$ cat src/logic/pmu_cfg.svh
// offsets, field positions, reset values and timing figures of the sequencer
`ifndef PMU_CFG_SVH
`define PMU_CFG_SVH
`define PMU_CLK_HZ 50000000
`define PMU_DEBOUNCE_MS 50
`define PMU_LONGPRESS_S 15
`define PMU_PULSE_US 500
`define PMU_RAMP_US 1000
`define PMU_STEP_US 250
`define PMU_DELAY_UNIT_MS 1
`define PMU_SEQ_PINS 3'h5
`define PMU_OFS_CTRL1 8'h00
`define PMU_OFS_CTRL2 8'h04
`define PMU_OFS_AUTO 8'h08
`define PMU_OFS_MASK 8'h0c
`define PMU_OFS_DELAY 8'h10
`define PMU_OFS_LR2 8'h14
`define PMU_OFS_STATUS 8'h18
`define PMU_C1_LR1_BIT 3
`define PMU_C1_LR2_BIT 4
`define PMU_LR2_FOLLOW_BIT 6
`define PMU_RST_CTRL1 5'h00
`define PMU_RST_CTRL2 2'h0
`define PMU_RST_AUTO 2'h3
`define PMU_RST_MASK 5'h1f
`define PMU_RST_DELAY 2'h0
`define PMU_RST_LR2 7'h00
`define PMU_RESP_OKAY 2'h0
`define PMU_RESP_SLVERR 2'h2
`endif

$ cat src/logic/pmu_pkg.sv
// types shared by the power-state sequencer files
package pmu_pkg;
  typedef enum logic [2:0] {
    PMU_OFF = 3'b000,
    PMU_RAMP = 3'b001,
    PMU_LOAD = 3'b010,
    PMU_UP = 3'b011,
    PMU_ON = 3'b100,
    PMU_DOWN = 3'b101
  } pmu_state_t;
  typedef logic [2:0] pmu_seq_t;
endpackage

$ cat src/logic/pmu_debounce.sv
// level debouncer: output follows input after it has held steady
`timescale 1ns/1ps
module pmu_debounce #(
  parameter int Cycles = 2500000,
  parameter logic InitLevel = 1'b1
) (
  input wire logic clock, // system clock
  input wire logic rstN, // synchronised reset, active low
  input wire logic din, // synchronised raw level
  output logic dout // debounced level
);
  import pmu_pkg::*;
  logic [31:0] cnt_r;
  logic dout_r;

  // count cycles that differ from the output; any return to the output level restarts, so bounces never pass
  always_ff @(posedge clock or negedge rstN)
  begin
    if (!rstN)
    begin
      cnt_r <= 32'h0;
      dout_r <= InitLevel;
    end
    else if (din == dout_r)
      cnt_r <= 32'h0;
    else if (cnt_r == 32'(Cycles - 1))
    begin
      cnt_r <= 32'h0;
      dout_r <= din;
    end
    else
      cnt_r <= cnt_r + 32'h1;
  end
  assign dout = dout_r;
endmodule

$ cat src/logic/pmu_sequencer.sv
// power-state sequencer with axi4-lite registers
//
// Function
// - enable pins act only in ON, pin mode
// - high enable pin starts its converter
// - low enable: converter off, discharge on
// - select field orders start/stop; pins ignored otherwise
// - linear regulators auto-start when configured
// - reset output rises after power-good delay
// - reset logic inactive in OFF
// - power-good low until masked supplies good, delayed
// - start needs valid rail and debounced button, or hold-on with external power
// - ramp rail, load defaults, then sequence; bus only ON
// - off on release without hold, or lockout
// - lockout level bits kept until OFF or the long-press pulse
// - long press pulses power-good once, rearms
// - long-press pulse restores register defaults
// - wake output low after debounced press
// - hold-on falling during press: immediate shutdown
// - hold-on with external power starts sequence
// - over-temperature disables all converters
// - regulator two enable bit, follow converter three
// - regulator one by enable bit or auto
//
// Local design decisions: the AXI4-Lite interface to the registers and the register addresses.
`timescale 1ns/1ps
`include "pmu_cfg.svh"
module pmu_sequencer #(
  parameter int DebounceCycles = `PMU_DEBOUNCE_MS * (`PMU_CLK_HZ / 1000),
  parameter int LongPressCycles = `PMU_LONGPRESS_S * `PMU_CLK_HZ,
  parameter int PulseCycles = `PMU_PULSE_US * (`PMU_CLK_HZ / 1000000),
  parameter int RampCycles = `PMU_RAMP_US * (`PMU_CLK_HZ / 1000000),
  parameter int StepCycles = `PMU_STEP_US * (`PMU_CLK_HZ / 1000000),
  parameter int DelayUnitCycles = `PMU_DELAY_UNIT_MS * (`PMU_CLK_HZ / 1000)
) (
  input wire logic clock, // system clock, 50 MHz
  input wire logic nrst, // asynchronous reset, active low
  input wire logic powerButtonN, // push-button, low when pressed
  input wire logic holdOn, // hold-on from the host
  input wire logic extPowerPresent, // usb or adapter power present
  input wire logic lockoutOk, // system rail above lockout
  input wire logic overTemp, // any thermal flag
  input wire logic resetSenseHigh, // reset-sense comparator
  input wire logic [4:0] supplyGood, // bucks 1..3, linregs 1..2
  input wire logic [2:0] buckEnablePins, // buck1..3_enable pins
  input wire logic [5:0] buck3Setting, // buck 3 voltage code
  output logic [2:0] buckOn, // converter run
  output logic [2:0] buckDischarge, // output discharge switch
  output logic [1:0] linregOn, // linear regulators run
  output logic [5:0] linreg2Setting, // code used by regulator two
  output logic [1:0] lockoutLevel, // lockout level bits
  output logic sysRampOn, // system rail path on
  output logic serialActive, // register bus accepted
  output pmu_pkg::pmu_state_t powerState, // sequencer state
  output logic powerGoodOut, // open drain, data (always 0)
  output logic powerGoodOe, // drives power-good low
  output logic resetOut, // open drain, data (always 0)
  output logic resetOe, // drives reset low
  output logic buttonWakeOut, // open drain, data (always 0)
  output logic buttonWakeOe, // drives wake low
  input wire logic [7:0] awaddr, // axi write address
  input wire logic awvalid, // axi
  output logic awready, // axi
  input wire logic [31:0] wdata, // axi write data
  input wire logic [3:0] wstrb, // axi byte strobes
  input wire logic wvalid, // axi
  output logic wready, // axi
  output logic [1:0] bresp, // axi
  output logic bvalid, // axi
  input wire logic bready, // axi
  input wire logic [7:0] araddr, // axi read address
  input wire logic arvalid, // axi
  output logic arready, // axi
  output logic [31:0] rdata, // axi
  output logic [1:0] rresp, // axi
  output logic rvalid, // axi
  input wire logic rready // axi
);
  import pmu_pkg::*;

  // cumulative converter mask after a start step; stop runs it backwards
  function automatic logic [2:0] seqMask(input pmu_seq_t sel, input logic [1:0] step);
    logic [8:0] t;
    t = 9'h0;
    unique case (sel)
      3'h0: t = 9'h1ff;
      3'h1: t = {3'h7, 3'h3, 3'h1};
      3'h2: t = {3'h7, 3'h6, 3'h4};
      3'h3: t = {3'h7, 3'h5, 3'h1};
      3'h4: t = {3'h7, 3'h3, 3'h2};
      3'h5: t = 9'h0;
      3'h6: t = {3'h7, 3'h6, 3'h2};
      3'h7: t = {3'h7, 3'h5, 3'h4};
    endcase
    seqMask = (step == 2'h0) ? 3'h0 : t[3 * (step - 2'h1) +: 3];
  endfunction

  // shared delay for power-good and reset
  function automatic logic [31:0] delayCycles(input logic [1:0] sel);
    delayCycles = 32'({30'h0, sel} + 32'h1) * 32'(DelayUnitCycles);
  endfunction

  logic rstSync1_r, rstN;
  logic btnSync1_r, btnSync2_r, holdSync1_r, holdSync2_r, holdPrev_r;
  logic btnDeb;
  pmu_state_t state_r;
  logic [31:0] timer_r, longCnt_r, pulseCnt_r, pgCnt_r, rsCnt_r;
  logic [1:0] step_r;
  logic longFired_r, pulse_r, pgOk_r, rsOk_r;
  logic [4:0] ctrl1_r;
  logic [1:0] ctrl2_r, auto_r, delay_r;
  logic [4:0] mask_r;
  logic [6:0] lr2_r;
  logic awHeld_r, wHeld_r;
  logic [7:0] awAddr_r;
  logic [31:0] wData_r;
  logic [3:0] wStrb_r;
  logic doWrite, regsDefault, longStart, timerDone, pinMode, goodAll;
  pmu_seq_t seqSel;

  // reset release through two flops
  always_ff @(posedge clock or negedge nrst)
  begin
    if (!nrst)
    begin
      rstSync1_r <= 1'b0;
      rstN <= 1'b0;
    end
    else
    begin
      rstSync1_r <= 1'b1;
      rstN <= rstSync1_r;
    end
  end

  // input synchronisers; first stage feeds only the second
  always_ff @(posedge clock or negedge rstN)
  begin
    if (!rstN)
    begin
      btnSync1_r <= 1'b1;
      btnSync2_r <= 1'b1;
      holdSync1_r <= 1'b0;
      holdSync2_r <= 1'b0;
      holdPrev_r <= 1'b0;
    end
    else
    begin
      btnSync1_r <= powerButtonN;
      btnSync2_r <= btnSync1_r;
      holdSync1_r <= holdOn;
      holdSync2_r <= holdSync1_r;
      holdPrev_r <= holdSync2_r;
    end
  end

  pmu_debounce #(.Cycles(DebounceCycles), .InitLevel(1'b1)) btnDebounce (
    .clock(clock),
    .rstN(rstN),
    .din(btnSync2_r),
    .dout(btnDeb)
  );

  assign seqSel = ctrl1_r[2:0];
  assign pinMode = (seqSel == `PMU_SEQ_PINS);
  assign timerDone = (timer_r == 32'h0);
  assign longStart = !btnDeb && !longFired_r && (longCnt_r == 32'(LongPressCycles - 1));
  assign regsDefault = pulse_r || (state_r == PMU_LOAD);

  // power state machine
  always_ff @(posedge clock or negedge rstN)
  begin
    if (!rstN)
    begin
      state_r <= PMU_OFF;
      timer_r <= 32'h0;
      step_r <= 2'h0;
    end
    else
    begin
      if (!timerDone)
        timer_r <= timer_r - 32'h1;
      unique case (state_r)
        PMU_OFF:
          if (lockoutOk && (!btnDeb || (holdSync2_r && extPowerPresent)))
          begin
            state_r <= PMU_RAMP;
            timer_r <= 32'(RampCycles - 1);
          end
        PMU_RAMP:
          if (!lockoutOk)
            state_r <= PMU_OFF;
          else if (timerDone)
            state_r <= PMU_LOAD;
        PMU_LOAD:
        begin
          state_r <= PMU_UP;
          step_r <= 2'h0;
          timer_r <= 32'h0;
        end
        PMU_UP, PMU_ON, PMU_DOWN:
          if (!lockoutOk || (holdPrev_r && !holdSync2_r && !btnDeb))
          begin
            state_r <= PMU_OFF;
            step_r <= 2'h0;
          end
          else if (state_r != PMU_DOWN && btnDeb && !holdSync2_r)
          begin
            state_r <= PMU_DOWN;
            timer_r <= 32'(StepCycles - 1);
          end
          else if (state_r == PMU_UP && timerDone)
          begin
            timer_r <= 32'(StepCycles - 1);
            if (step_r == 2'h3)
              state_r <= PMU_ON;
            else
              step_r <= step_r + 2'h1;
          end
          else if (state_r == PMU_DOWN && timerDone)
          begin
            timer_r <= 32'(StepCycles - 1);
            if (step_r == 2'h0)
              state_r <= PMU_OFF;
            else
              step_r <= step_r - 2'h1;
          end
        default:
          state_r <= PMU_OFF;
      endcase
    end
  end

  // long-press timer: one pulse per press, rearmed by release
  always_ff @(posedge clock or negedge rstN)
  begin
    if (!rstN)
    begin
      longCnt_r <= 32'h0;
      longFired_r <= 1'b0;
      pulseCnt_r <= 32'h0;
      pulse_r <= 1'b0;
    end
    else
    begin
      if (btnDeb)
      begin
        longCnt_r <= 32'h0;
        longFired_r <= 1'b0;
      end
      else if (longStart)
      begin
        longFired_r <= 1'b1;
        longCnt_r <= 32'h0;
      end
      else if (!longFired_r)
        longCnt_r <= longCnt_r + 32'h1;
      if (longStart)
      begin
        pulse_r <= 1'b1;
        pulseCnt_r <= 32'(PulseCycles - 1);
      end
      else if (pulseCnt_r != 32'h0)
        pulseCnt_r <= pulseCnt_r - 32'h1;
      else
        pulse_r <= 1'b0;
    end
  end

  // power-good and reset delays share one setting
  assign goodAll = &(supplyGood | ~mask_r);
  always_ff @(posedge clock or negedge rstN)
  begin
    if (!rstN)
    begin
      pgCnt_r <= 32'h0;
      pgOk_r <= 1'b0;
      rsCnt_r <= 32'h0;
      rsOk_r <= 1'b0;
    end
    else
    begin
      if (state_r != PMU_ON || !goodAll)
      begin
        pgCnt_r <= 32'h0;
        pgOk_r <= 1'b0;
      end
      else if (pgCnt_r == delayCycles(delay_r) - 32'h1)
        pgOk_r <= 1'b1;
      else
        pgCnt_r <= pgCnt_r + 32'h1;
      if (state_r == PMU_OFF || !resetSenseHigh)
      begin
        rsCnt_r <= 32'h0;
        rsOk_r <= 1'b0;
      end
      else if (rsCnt_r == delayCycles(delay_r) - 32'h1)
        rsOk_r <= 1'b1;
      else
        rsCnt_r <= rsCnt_r + 32'h1;
    end
  end

  // supply outputs registered; thermal flag overrides the converter enables
  always_ff @(posedge clock or negedge rstN)
  begin
    if (!rstN)
    begin
      buckOn <= 3'h0;
      linregOn <= 2'h0;
      linreg2Setting <= 6'h0;
    end
    else
    begin
      if (overTemp)
        buckOn <= 3'h0;
      else if (pinMode)
        buckOn <= (state_r == PMU_ON) ? buckEnablePins : 3'h0;
      else if (state_r == PMU_UP || state_r == PMU_ON || state_r == PMU_DOWN)
        buckOn <= (state_r == PMU_ON) ? 3'h7 : seqMask(seqSel, step_r);
      else
        buckOn <= 3'h0;
      if ((state_r == PMU_UP && step_r == 2'h3) || state_r == PMU_ON)
      begin
        linregOn[0] <= ctrl1_r[`PMU_C1_LR1_BIT] | auto_r[0];
        linregOn[1] <= ctrl1_r[`PMU_C1_LR2_BIT] | auto_r[1];
      end
      else
        linregOn <= 2'h0;
      linreg2Setting <= lr2_r[`PMU_LR2_FOLLOW_BIT] ? buck3Setting : lr2_r[5:0];
    end
  end
  assign buckDischarge = ~buckOn;

  // pin and status outputs
  assign sysRampOn = (state_r != PMU_OFF);
  assign serialActive = (state_r == PMU_ON);
  assign powerState = state_r;
  assign lockoutLevel = ctrl2_r;
  assign powerGoodOut = 1'b0;
  assign powerGoodOe = !pgOk_r || pulse_r;
  assign resetOut = 1'b0;
  assign resetOe = !rsOk_r;
  assign buttonWakeOut = 1'b0;
  assign buttonWakeOe = !btnDeb;

  // write channel capture; address and data may come in either order
  assign awready = !awHeld_r && !bvalid;
  assign wready = !wHeld_r && !bvalid;
  assign doWrite = awHeld_r && wHeld_r && !bvalid;
  always_ff @(posedge clock or negedge rstN)
  begin
    if (!rstN)
    begin
      awHeld_r <= 1'b0;
      wHeld_r <= 1'b0;
      awAddr_r <= 8'h0;
      wData_r <= 32'h0;
      wStrb_r <= 4'h0;
      bvalid <= 1'b0;
      bresp <= `PMU_RESP_OKAY;
    end
    else
    begin
      if (awvalid && awready)
      begin
        awHeld_r <= 1'b1;
        awAddr_r <= awaddr;
      end
      if (wvalid && wready)
      begin
        wHeld_r <= 1'b1;
        wData_r <= wdata;
        wStrb_r <= wstrb;
      end
      if (doWrite)
      begin
        awHeld_r <= 1'b0;
        wHeld_r <= 1'b0;
        bvalid <= 1'b1;
        bresp <= (awAddr_r <= `PMU_OFS_STATUS && awAddr_r[1:0] == 2'h0) ?
          `PMU_RESP_OKAY : `PMU_RESP_SLVERR;
      end
      else if (bready)
        bvalid <= 1'b0;
    end
  end

  // control registers; writes land only while the bus is active
  always_ff @(posedge clock or negedge rstN)
  begin
    if (!rstN)
    begin
      ctrl1_r <= `PMU_RST_CTRL1;
      auto_r <= `PMU_RST_AUTO;
      mask_r <= `PMU_RST_MASK;
      delay_r <= `PMU_RST_DELAY;
      lr2_r <= `PMU_RST_LR2;
    end
    else if (regsDefault)
    begin
      ctrl1_r <= `PMU_RST_CTRL1;
      auto_r <= `PMU_RST_AUTO;
      mask_r <= `PMU_RST_MASK;
      delay_r <= `PMU_RST_DELAY;
      lr2_r <= `PMU_RST_LR2;
    end
    else if (doWrite && serialActive && wStrb_r[0])
    begin
      unique case (awAddr_r)
        `PMU_OFS_CTRL1: ctrl1_r <= wData_r[4:0];
        `PMU_OFS_AUTO: auto_r <= wData_r[1:0];
        `PMU_OFS_MASK: mask_r <= wData_r[4:0];
        `PMU_OFS_DELAY: delay_r <= wData_r[1:0];
        `PMU_OFS_LR2: lr2_r <= wData_r[6:0];
        default: ;
      endcase
    end
  end

  // lockout level survives the on-entry default load, cleared in OFF
  always_ff @(posedge clock or negedge rstN)
  begin
    if (!rstN)
      ctrl2_r <= `PMU_RST_CTRL2;
    else if (state_r == PMU_OFF || pulse_r)
      ctrl2_r <= `PMU_RST_CTRL2;
    else if (doWrite && serialActive && wStrb_r[0] && awAddr_r == `PMU_OFS_CTRL2)
      ctrl2_r <= wData_r[1:0];
  end

  // read channel, one cycle answer
  assign arready = !rvalid;
  always_ff @(posedge clock or negedge rstN)
  begin
    if (!rstN)
    begin
      rvalid <= 1'b0;
      rdata <= 32'h0;
      rresp <= `PMU_RESP_OKAY;
    end
    else if (arvalid && arready)
    begin
      rvalid <= 1'b1;
      rresp <= `PMU_RESP_OKAY;
      unique case (araddr)
        `PMU_OFS_CTRL1: rdata <= {27'h0, ctrl1_r};
        `PMU_OFS_CTRL2: rdata <= {30'h0, ctrl2_r};
        `PMU_OFS_AUTO: rdata <= {30'h0, auto_r};
        `PMU_OFS_MASK: rdata <= {27'h0, mask_r};
        `PMU_OFS_DELAY: rdata <= {30'h0, delay_r};
        `PMU_OFS_LR2: rdata <= {25'h0, lr2_r};
        `PMU_OFS_STATUS: rdata <= {25'h0, overTemp, rsOk_r, pgOk_r, btnDeb, state_r};
        default:
        begin
          rdata <= 32'h0;
          rresp <= `PMU_RESP_SLVERR;
        end
      endcase
    end
    else if (rready)
      rvalid <= 1'b0;
  end
endmodule

$ cat config.mk
export PLATFORM = sky130hd
export DESIGN_NAME = pmu_sequencer
export DESIGN_NICKNAME = d
export VERILOG_FILES = /design/src/logic/pmu_pkg.sv /design/src/logic/pmu_debounce.sv /design/src/logic/pmu_sequencer.sv
export VERILOG_INCLUDE_DIRS = /design/src /design/src/logic
export SDC_FILE = /design/constraint.sdc
export NUM_CORES = 1
export LEC_CHECK = 0
export BUFFER_PORTS_ARGS = -buffer_cell sky130_fd_sc_hd__buf_2
export CAP_MARGIN = 40
export CORE_ASPECT_RATIO = 1.2
export CORE_MARGIN = 2
export CORE_UTILIZATION = 50
export DETAILED_ROUTE_END_ITERATION = 16
export PLACE_DENSITY_LB_ADDON = 0.2
export SETUP_SLACK_MARGIN = 0.2
export SYNTH_ARGS = -nofsm -noshare
export SYNTH_HDL_FRONTEND = slang
export SYNTH_SLANG_ARGS = --single-unit
$ cat constraint.sdc
create_clock -name clock -period 8.95 [get_ports clock]
set_input_delay 0.895 -clock clock [delete_from_list [all_inputs] [get_ports clock]]
set_output_delay 0.895 -clock clock [all_outputs]
set_load 0.01 [all_outputs]
==> results of run 1 <==
## power by group through the flow
stage	Clock [uW]	Sequential, uW	Combinational [uW]
global placement	0	1400	260
global route	1300	1390	299
floorplan	0	1380	192
CTS	1240	1380	272
detailed placement	0	1400	271
finish	1210	1380	269
## through the flow
stage | cells | worst slack, ns | utilization, %
finish | 2016 | 4.946 | 56.77
global route | 2016 | 4.530 | 56.77
CTS | 2016 | 4.941 | 56.77
detailed placement | 1962 | 4.975 | 53.43
global placement | 1956 | 4.697 | 53.07
floorplan | 1551 | 0.8259 | -
## cells in the mapped netlist (all sizes together) (3+ instances only)
cell / n / area (um2)
nor2b: 21 / 131.4
a22o: 5 / 43.79
dfstp: 10 / 262.8
xor2: 78 / 683.2
or3: 34 / 217.7
or4: 10 / 82.58
xnor2: 85 / 744.5
a21oi: 60 / 300.3
nand3: 64 / 320.3
inv: 43 / 161.4
nor3: 46 / 240.2
and4b: 3 / 30.03
o31a: 3 / 26.28
xnor3: 4 / 90.09
nand2: 115 / 431.7
a31oi: 5 / 31.28
o31ai: 6 / 45.04
nand4: 41 / 256.5
and2: 12 / 75.08
and3: 26 / 162.7
mux4: 3 / 67.56
ha: 25 / 312.8
o22ai: 6 / 37.54
a22oi: 8 / 60.06
nor3b: 8 / 71.32
o21a: 3 / 22.52
nor4: 35 / 244.0
and4: 7 / 61.31
buf: 39 / 267.8
clkbuf: 37 / 138.9
nand3b: 9 / 67.56
nand2b: 17 / 106.4
o21ai: 57 / 285.3
a311oi: 3 / 32.53
dfrtp: 262 / 6556
nor4b: 8 / 76.32
mux2: 22 / 247.7
mux2i: 29 / 290.3
nand4b: 6 / 52.55
or2: 5 / 31.28
nor2: 237 / 894.6
a21boi: 3 / 22.52
## flip-flops by register name, indices dropped and copies added (netlist names), 3 cells and up
signal / count
awAddr_r: 8
btnDebounce.cnt_r: 32
buckOn: 3
ctrl1_r: 5
linreg2Setting: 6
longCnt_r: 32
lr2_r: 7
mask_r: 5
pgCnt_r: 32
powerState: 3
pulseCnt_r: 32
rdata: 7
rsCnt_r: 32
timer_r: 32
wData_r: 7
## worst max-delay path, cell delays in order (launching register included)
cell and delay (ns):
dfrtp_1 0.68, inv_1 0.20, ha_1 0.59, xnor2_1 0.19
ha_1 0.24, o21a_1 0.20, nor2_1 0.18, or4b_1 0.45
o311ai_0 0.11, nor4b_2 0.46, buf_4 0.26, nor4_1 0.06
a311o_1 0.27
## cells by family after synthesis
group	synth area share (%)
compound gates	7.228
xor+xnor	10.49
fa+ha+maj	2.162
buf+inv	3.925
flops	47.12
mux	4.185
other cells	0.05190
simple gates	24.84
## layout make-up
class	instances	area [um2]	area share, %
Clock buffer	37	785.8	4.842
Timing Repair Buffer	102	603.1	3.716
Tap cell	385	481.7	2.968
Sequential cell	272	6823	42.04
Clock inverter	17	168.9	1.041
Inverter	43	161.4	0.9946
Multi-Input combinational cell	1160	7204	44.39
## metal layers
metal | GRT usage (%) | vias to the layer above
met1 | 26.85 | 5379
met5 | 0 | -
met2 | 35.85 | 189
li1 | - | 5396
met4 | 5.734 | 0
met3 | 2.806 | 41
## how the worst min path moves through the flow
stage,from,to,depth (start not counted)
CTS,nrst,rstN$_DFF_PN0_,1
global placement,rstSync1_r$_DFF_PN0_,rstN$_DFF_PN0_,0
detailed placement,rstSync1_r$_DFF_PN0_,rstN$_DFF_PN0_,0
global route,nrst,rstN$_DFF_PN0_,1
floorplan,holdSync1_r$_DFF_PN0_,holdSync2_r$_DFF_PN0_,0
finish,nrst,rstN$_DFF_PN0_,1
==> summary.md, run 1 <==
| Metric | Value |
|---|---|
| Status | `finished, final reports clean` |
| Clock skew | `~0.032 ns` |
| Worst setup SP type | `register` |
| Measured slew at the worst slew-check pin | `0.8631 ns` |
| Hold Buf Count CTS | `0` |
| # clock sinks | `around 270` |
| H-tree levels | `1` |
| RD Place Congestion | `0.8529` |
| Synth warn | `0` |
| Worst hold path type | `input pin to async pin` |
| Share of synthesized registers carrying an async set or reset | `100.0%` |
| Final Cycle Share | `44.74%` |
| Top FF cell, synth | `dfrtp_1` |
| RR Startpoint | `delay_r[0]$_DFFE_PN0P_` |
| Leakage power | `0.007280 uW` |
| Core area | `28590 um2` |
| Drc violations | `0` |
| # fillers | `2636` |
| Netlist cell types | `73` |
| Critical Path Start | `delay_r[0]$_DFFE_PN0P_` |
| Max layer used | `met4` |
| Slew HR | `about two fifths` |
| Maximum clock frequency | `roughly 250 MHz` |
| Power per cell area | `175.8 nW/um2` |
| Cts bufs inserted | `29` |
| Clock power share | `42.3%` |
| Grt ovf | `0` |
| Routed wl met3 | `1.107 mm` |
| Total Power | `2853 uW` |
| Syn-to-layout area delta | `12.14%` |
| RR Endpoint | `rsCnt_r[6]$_DFFE_PN0P_` |
| Setup TNS | `0 ns` |
| DR WL met2 | `between 10 and 15 mm` |
| Initial antenna violation count | `0` |
| Crit Path Category | `register to register` |
| Via Count | `11010` |
| Share of cells above drive strength 1 | `12.88%` |
| I/O pins | `147` |
| Row cnt | `68` |
| Post-route cell area | `~16000 um2` |
| First-pass GRT wire length | `52.82 mm` |
| Post-Synthesis Cells | `1522` |
| DIE AREA | `~30000 um2` |
| Internal power | `between 2000 and 2500 uW` |
| Element type at the critical path end | `register` |
| Initial Util | `50.62%` |
| Final Critical Period | `4.004 ns` |
| Synthesized area | `~14000 um2` |
| Fin. Hold Viols | `0` |
| # port buffers | `88` |
| Resize count post-CTS | `0` |
| Post-CTS setup buffer count | `0` |
| Routed length on met1 | `between 10 and 15 mm` |
| DP Area | `15270 um2` |
| Die H | `190.4 um` |
| DRC marker count from the first detailed-route iteration | `about 660` |
| Worst vdd ir | `156.7 uV` |
| Clk slew on worst S/H paths | `0.06 ns` |
| Logic pwr share | `9.4%` |
| Share of power burned in registers | `48.2%` |
| Sw Ratio | `25.96%` |
| Router iterations before antenna repair | `5` |
| Final Setup Violations | `0` |
| Die width | `~160 um` |
| Root buffer cell | `clkbuf_16` |
| EDFF count, synth | `0` |
| Largest net degree at the start of global routing | `65` |
| Via count of the first global-routing pass | `around 11000` |
| Clock latency on the worst-skew pair | `0.57 ns` |
| Synth Register Bits | `around 270` |
| Remaining antenna violation count | `0` |
| Worst hold slack | `between 0.1 and 0.15 ns` |
| Vias per inst | `about 5.5` |
| Total track usage | `20.52%` |
| Final Slew Violations | `0` |
| CTS tree | `built` |
| R2r setup slk | `~5 ns` |
| Avg WL per Cell | `15.06 um` |
| Critical Path End | `rsCnt_r[6]$_DFFE_PN0P_` |
| Most frequent cells in the layout | `dfrtp_1, nor2_1, nand2_1` |
| Max Cap Violations | `0` |
| Crit path arrival time | `4.45 ns` |
| Sequential fraction of the synthesis area | `47.12%` |
| Final HPWL DP | `about 21 mm` |
| Psw | `740.8 uW` |
| Required time worst endpoint | `between 9 and 10 ns` |
| Commonest non-fill, non-tap cell in the layout | `dfrtp_1` |
| Clock tree buffer depth | `3` |
| Setup repair after global routing missed its margin | `no` |
| ANT cells | `0` |
| Final wirelength | `30.35 mm` |
| Mean Syn Cell Area | `9.508 um2` |
| Crit Path Max Fanout | `16` |
| FF-to-FF path depth | `12` |
| Post-layout nets | `~1700` |
Power figures use the tool's default switching activity.
==> inputs of run 2 (changes only) <==
==> constraint.sdc (replaced) <==
create_clock -name clock -period 3.4 [get_ports clock]
set_input_delay 0.34 -clock clock [delete_from_list [all_inputs] [get_ports clock]]
set_output_delay 0.34 -clock clock [all_outputs]
set_load 0.01 [all_outputs]
==> run 2 against run 1 <==
Combinational power rose to 2.7 times the previous value. Clock skew decreased by 0.024 ns. Sequential share of layout area fell by 0.54 points. Register-to-register slack worse by 4.6 ns. Final cell count rose by 1.0%. Worst setup slack lost 4.6 ns. Routed wire length grew 0.60%. Largest cell class unchanged.
==> summary.md, run 2 (synthesis results as in run 1) <==
| Metric | Value |
|---|---|
| Internal power | `5637 uW` |
| Most frequent CP cell | `buf_4` |
| RR Startpoint | `delay_r[1]$_DFFE_PN0P_` |
| Slowest stage delay, CP | `between 0.4 and 0.5 ns` |
| DIE AREA | `30320 um2` |
| Post-Route Utilization | `57.53%` |
| Router iterations before antenna repair | `5` |
| Cell depth of the worst hold path | `2` |
| Setup TNS | `0 ns` |
| Buffers & Inverters on Critical Path | `2` |
| DRC marker count from the first detailed-route iteration | `444` |
| Vias per inst | `5.400` |
| Most frequent cells in the layout | `dfrtp_1, nor2_1, nand2_1` |
| Clock tree buffer depth | `3` |
| Post-layout nets | `1734` |
| FF-to-FF path depth | `11` |
| Via Count | `11000` |
| Drc violations | `0` |
| Clk slew on worst S/H paths | `roughly 0.070 ns` |
| Row cnt | `~70` |
| Die H | `about 190 um` |
| Share of power burned in registers | `a little under half` |
| Root buffer cell | `clkbuf_16` |
| Worst vdd ir | `337.2 uV` |
| Required time worst endpoint | `3.82 ns` |
| Fin. Hold Viols | `0` |
| Via count of the first global-routing pass | `10670` |
| RD Place Congestion | `0.8628` |
| Final wirelength | `between 30 and 40 mm` |
| Worst hold path type | `input pin to register` |
| Commonest non-fill, non-tap cell in the layout | `dfrtp_1` |
| Final Setup Violations | `0` |
| Clock latency on the worst-skew pair | `0.55 ns` |
| # clock sinks | `roughly 270` |
| Die width | `159.3 um` |
| ANT cells | `0` |
| Initial antenna violation count | `0` |
| Slew HR | `just over 40%` |
| Core area | `28590 um2` |
| Element type at the critical path end | `register` |
| Hold EP | `awAddr_r[0]$_DFFE_PN0P_` |
| Pre-CTS setup slack | `between 0.2 and 0.25 ns` |
| Crit Path Category | `register to register` |
| Avg WL per Cell | `~15 um` |
| First-pass GRT wire length | `52.14 mm` |
| Setup repair after global routing missed its margin | `no` |
| Cells along the critical path | `buf_4 > ha_1 > ha_2 > nand2b_1 > nor2_1 > or4b_1 > o311ai_0 > nor4b_2 > buf_4 > nor4_1 > a311o_1` |
| Largest net degree at the start of global routing | `83` |
| Leakage power | `0.007369 uW` |
| Syn-to-layout area delta | `13.65%` |
| Measured slew at the worst slew-check pin | `0.8783 ns` |
| RR Endpoint | `rsCnt_r[6]$_DFFE_PN0P_` |
| H-tree levels | `1` |
| Crit Path Max Fanout | `6` |
| Maximum clock frequency | `326.9 MHz` |
| Final HPWL DP | `21.21 mm` |
| Total track usage | `20.31%` |
| Max Cap Violations | `0` |
| Clock power share | `42.7%` |
| Clock skew | `0.007481 ns` |
| Final Critical Period | `3.059 ns` |
| CTS tree | `built` |
| Top delay family on crit path | `simple AND/OR/NAND/NOR gates` |
| Logic pwr share | `under 10%` |
| Cts bufs inserted | `28` |
| Setup WS post-layout | `about 0.34 ns` |
| Psw | `between 1500 and 2000 uW` |
| Status | `finished, final reports clean` |
| Initial Util | `50.62%` |
| Slowest-stage cell, CP | `dfrtp_2` |
| # port buffers | `88` |
| Hold path startpoint | `awaddr[0]` |
| Remaining antenna violation count | `0` |
| Worst setup SP type | `register` |
| Share of cells above drive strength 1 | `14.10%` |
| Critical Path Start | `delay_r[1]$_DFFE_PN0P_` |
| R2r setup slk | `0.34 ns` |
| I/O pins | `147` |
| Final Slew Violations | `0` |
| Sw Ratio | `25.37%` |
| Final Cycle Share | `89.98%` |
| DP Area | `between 15000 and 20000 um2` |
| Power per cell area | `around 460 nW/um2` |
| Crit path arrival time | `3.48 ns` |
| Grt ovf | `0` |
| Post-route cell area | `about 16000 um2` |
[run 2: cell count changes in the layout (fill, tap and decap cells not counted), moves of 2 or more]
| cell | before | now |
|---|---|---|
| buf_16 | 2 | 0 |
| buf_4 | 9 | 26 |
| clkinv_2 | 11 | 6 |
| dfrtp_1 | 261 | 259 |
| dfrtp_2 | 0 | 2 |
| dlygate4sd3_1 | 0 | 8 |
| ha_1 | 25 | 21 |
| ha_2 | 0 | 3 |
| inv_1 | 42 | 40 |
[run 2: metal layers]
metal | track usage [%] | vias up | wire length, um
li1 | - | 5431 | -
met1 | 27.44 | 5337 | 14010
met5 | 0 | - | 0
met3 | 2.588 | 49 | 1014
met4 | 5.140 | 0 | 635
met2 | 34.95 | 182 | 14870
[run 2: cell type report]
| class | count | area [um2] |
|---|---|---|
| fill | 2567 | 12140 |
| multi-input combinational | 1160 | 7238 |
| sequential | 272 | 6825 |
| clock buffer | 38 | 789.5 |
| timing repair buffer | 125 | 767.0 |
| tap | 385 | 481.7 |
| clock inverter | 14 | 181.4 |
| inverter | 43 | 163.9 |
[run 2: timing repair]
action | in CTS | in global routing
endpoints found under the setup margin | 1 | 17
gates cloned | 0 | 1
endpoints found under the hold margin | 11 | 0
hold buffers | 8 | 0
resized for setup | 1 | 9
setup buffers | 0 | 8
pin swaps | 0 | 3
[run 2: per-stage QoR]
stage | instances | hold slack, ns | power [uW]
after floorplan | 1551 | 0.04441 | 4143
after global placement | 1968 | 0.1267 | 4365
after detailed placement | 1968 | 0.1273 | 4385
after CTS | 2028 | 0.0003882 | 7648
after global routing | 2037 | 0.002383 | 7894
final | 2037 | 0.02035 | 7553
[run 2: worst max-delay path by stage]
stage	endpoint	cells after the start	slack, ns
finish	rsCnt_r[6]$_DFFE_PN0P_	11	0.34
floorplan	rsCnt_r[6]$_DFFE_PN0P_	14	0.20
detailed placement	rsCnt_r[6]$_DFFE_PN0P_	11	0.21
global placement	rsCnt_r[6]$_DFFE_PN0P_	12	0.28
CTS	rsCnt_r[6]$_DFFE_PN0P_	12	0.26
global route	rsCnt_r[6]$_DFFE_PN0P_	12	0.16
[run 2: power by group through the flow]
stage	clock, uW	combinational (uW)	sequential (uW)
final	3220	715	3620
after global routing	3430	816	3640
after CTS	3310	725	3610
after detailed placement	0	714	3670
after global placement	0	697	3670
after floorplan	0	506	3640
==> inputs of run 3 (changes only) <==
--- a/config.mk
+++ b/config.mk
@@ -10,7 +10,7 @@
 export CAP_MARGIN = 40
 export CORE_ASPECT_RATIO = 1.2
 export CORE_MARGIN = 2
-export CORE_UTILIZATION = 50
+export CORE_UTILIZATION = 64
 export DETAILED_ROUTE_END_ITERATION = 16
 export PLACE_DENSITY_LB_ADDON = 0.2
 export SETUP_SLACK_MARGIN = 0.2
==> constraint.sdc (replaced) <==
create_clock -name clock -period 3.7 [get_ports clock]
set_input_delay 0.37 -clock clock [delete_from_list [all_inputs] [get_ports clock]]
set_output_delay 0.37 -clock clock [all_outputs]
set_load 0.01 [all_outputs]
==> run 3 against run 2 <==
Register-to-register slack improved by 0.12 ns. Sequential power fell by 8.3%. Clock skew rose by 0.0013 ns. Clock power fell by 5%. Count of clock-buffer cells in the layout did not move. Die area fell by 21%. Sequential cell count did not move. Utilization rose by 15 points. Sequential share of layout area rose by 0.67 points.
==> summary.md, run 3 (synthesis results as in run 1) <==
| Metric | Value |
|---|---|
| # port buffers | `between 80 and 90` |
| M1 GR Usage | `between 30% and 40%` |
| Crit Path Category | `register to register` |
| Core area | `around 22000 um2` |
| Cell depth of the worst hold path | `2` |
| Placed cell count | `1858` |
| Share of cells above drive strength 1 | `12.84%` |
| Commonest non-fill, non-tap cell in the layout | `dfrtp_1` |
| Clock skew | `roughly 0.0088 ns` |
| Measured slew at the worst slew-check pin | `0.8688 ns` |
| Maximum clock frequency | `308.9 MHz` |
| Final wirelength | `30.30 mm` |
| Final HPWL DP | `21.00 mm` |
| Final Setup Violations | `0` |
| Clock latency on the worst-skew pair | `0.54 ns` |
| Initial Util | `64.90%` |
| # clock sinks | `approximately 270` |
| Clk slew on worst S/H paths | `about 0.060 ns` |
| Slew HR | `about two fifths` |
| Post-CTS setup buffer count | `0` |
| Hold path startpoint | `rready` |
| H-tree levels | `1` |
| Final Critical Period | `3.237 ns` |
| Largest net degree at the start of global routing | `94` |
| Clock tree buffer depth | `3` |
| Final Cycle Share | `87.49%` |
| Die H | `~170 um` |
| ANT cells | `0` |
| Fin cells | `1914` |
| Drc violations | `0` |
| Avg WL per Cell | `around 16 um` |
| Post-route cell area | `16180 um2` |
| Root buffer cell | `clkbuf_16` |
| Element type at the critical path end | `register` |
| Setup repair after global routing missed its margin | `no` |
| Setup TNS | `0 ns` |
| Most frequent cells in the layout | `dfrtp_1, nor2_1, nand2_1` |
| Final Slew Violations | `0` |
| Vias per inst | `5.845` |
| RD Place Congestion | `about 0.86` |
| Crit path arrival time | `3.66 ns` |
| Die width | `141.3 um` |
| R2r setup slk | `0.46 ns` |
| DRC marker count from the first detailed-route iteration | `roughly 660` |
| Worst setup SP type | `register` |
| RR Startpoint | `delay_r[1]$_DFFE_PN0P_` |
| Fin. Hold Viols | `0` |
| Total Power | `7049 uW` |
| RR Endpoint | `rsCnt_r[6]$_DFFE_PN0P_` |
| Power per cell area | `435.6 nW/um2` |
| Crit Path Max Fanout | `12` |
| Grt ovf | `0` |
| Met3 GRT Util | `around 3.3%` |
| Status | `finished, final reports clean` |
| Router iterations before antenna repair | `5` |
| Hold EP | `rvalid$_DFFE_PN0P_` |
| DIE AREA | `23840 um2` |
| Via count of the first global-routing pass | `11020` |
| Max Cap Violations | `0` |
| First-pass GRT wire length | `~50 mm` |
| FF-to-FF path depth | `12` |
| Initial antenna violation count | `0` |
| Worst hold path type | `input pin to register` |
| Remaining antenna violation count | `0` |
| I/O pins | `approximately 150` |
| GR Layer Usage met2 | `between 40 and 50%` |
| Total track usage | `25.52%` |
| Required time worst endpoint | `4.12 ns` |
| Setup WS post-layout | `0.4628 ns` |
| Leakage power | `0.007307 uW` |
| Syn-to-layout area delta | `11.82%` |
| Row cnt | `60` |
| Cts bufs inserted | `28` |
| Global routing's busiest layer | `met2` |
| Post-layout nets | `1717` |
| DP Area | `15120 um2` |
| CTS tree | `built` |
| Worst vdd ir | `443.5 uV` |
| Via Count | `between 10000 and 15000` |
| Pre-CTS setup slack | `0.4154 ns` |
-- run 3: stage by stage --
step | util, % | hold WS (ns)
6_report | 72.58 | 0.02033
3_3_place_gp | 67.83 | 0.1558
2_1_floorplan | - | 0.07441
3_5_place_dp | 67.83 | 0.1589
5_1_grt | 72.58 | 0.03459
4_1_cts | 72.57 | 0.0005831
-- run 3: routing by layer --
layer  wire length, um  up-vias
met3              1406       48
met5                 0        -
met1             13210     5460
met2             15110      270
met4               568        0
li1                  -     5409
-- run 3: critical path, stage by stage, from the launching register on --
cell and delay (ns):
dfrtp_2 0.47, inv_1 0.15, ha_1 0.27, xnor2_1 0.17
ha_1 0.21, o21a_1 0.19, nor2_1 0.16, or4b_1 0.45
o311ai_0 0.12, nor4b_2 0.35, buf_4 0.24, nor4_1 0.07
a311o_1 0.27
-- run 3: final cells by class --
cell class | count | area, um2
Multi-Input combinational cell | 1160 | 7204
Sequential cell | 272 | 6824
Fill cell | 1613 | 6115
Clock buffer | 38 | 789.5
Timing Repair Buffer | 108 | 625.6
Tap cell | 279 | 349.1
Clock inverter | 14 | 227.7
Inverter | 43 | 161.4
-- run 3: what timing repair did --
item | in CTS | in global routing
hold endpoints to repair | 5 | 0
gates resized for setup | 0 | 1
hold buffers | 4 | 0
endpoints found under the setup margin | 0 | 2
-- run 3: how the worst max path moves through the flow --
| stage | cells past startpoint | to | from |
|---|---|---|---|
| after floorplan | 13 | rsCnt_r[6]$_DFFE_PN0P_ | delay_r[0]$_DFFE_PN0P_ |
| after global placement | 11 | rsCnt_r[6]$_DFFE_PN0P_ | delay_r[1]$_DFFE_PN0P_ |
| after detailed placement | 11 | rsCnt_r[6]$_DFFE_PN0P_ | delay_r[1]$_DFFE_PN0P_ |
| after CTS | 11 | rsCnt_r[6]$_DFFE_PN0P_ | delay_r[1]$_DFFE_PN0P_ |
| final | 12 | rsCnt_r[6]$_DFFE_PN0P_ | delay_r[1]$_DFFE_PN0P_ |
| after global routing | 11 | rsCnt_r[6]$_DFFE_PN0P_ | delay_r[1]$_DFFE_PN0P_ |
-- run 3: power breakdown --
part | internal, uW | switching (uW) | total (uW)
sequential | 3130 | 193 | 3320
clock | 1910 | 1160 | 3070
combinational | 269 | 385 | 654
total | 5310 | 1740 | 7050
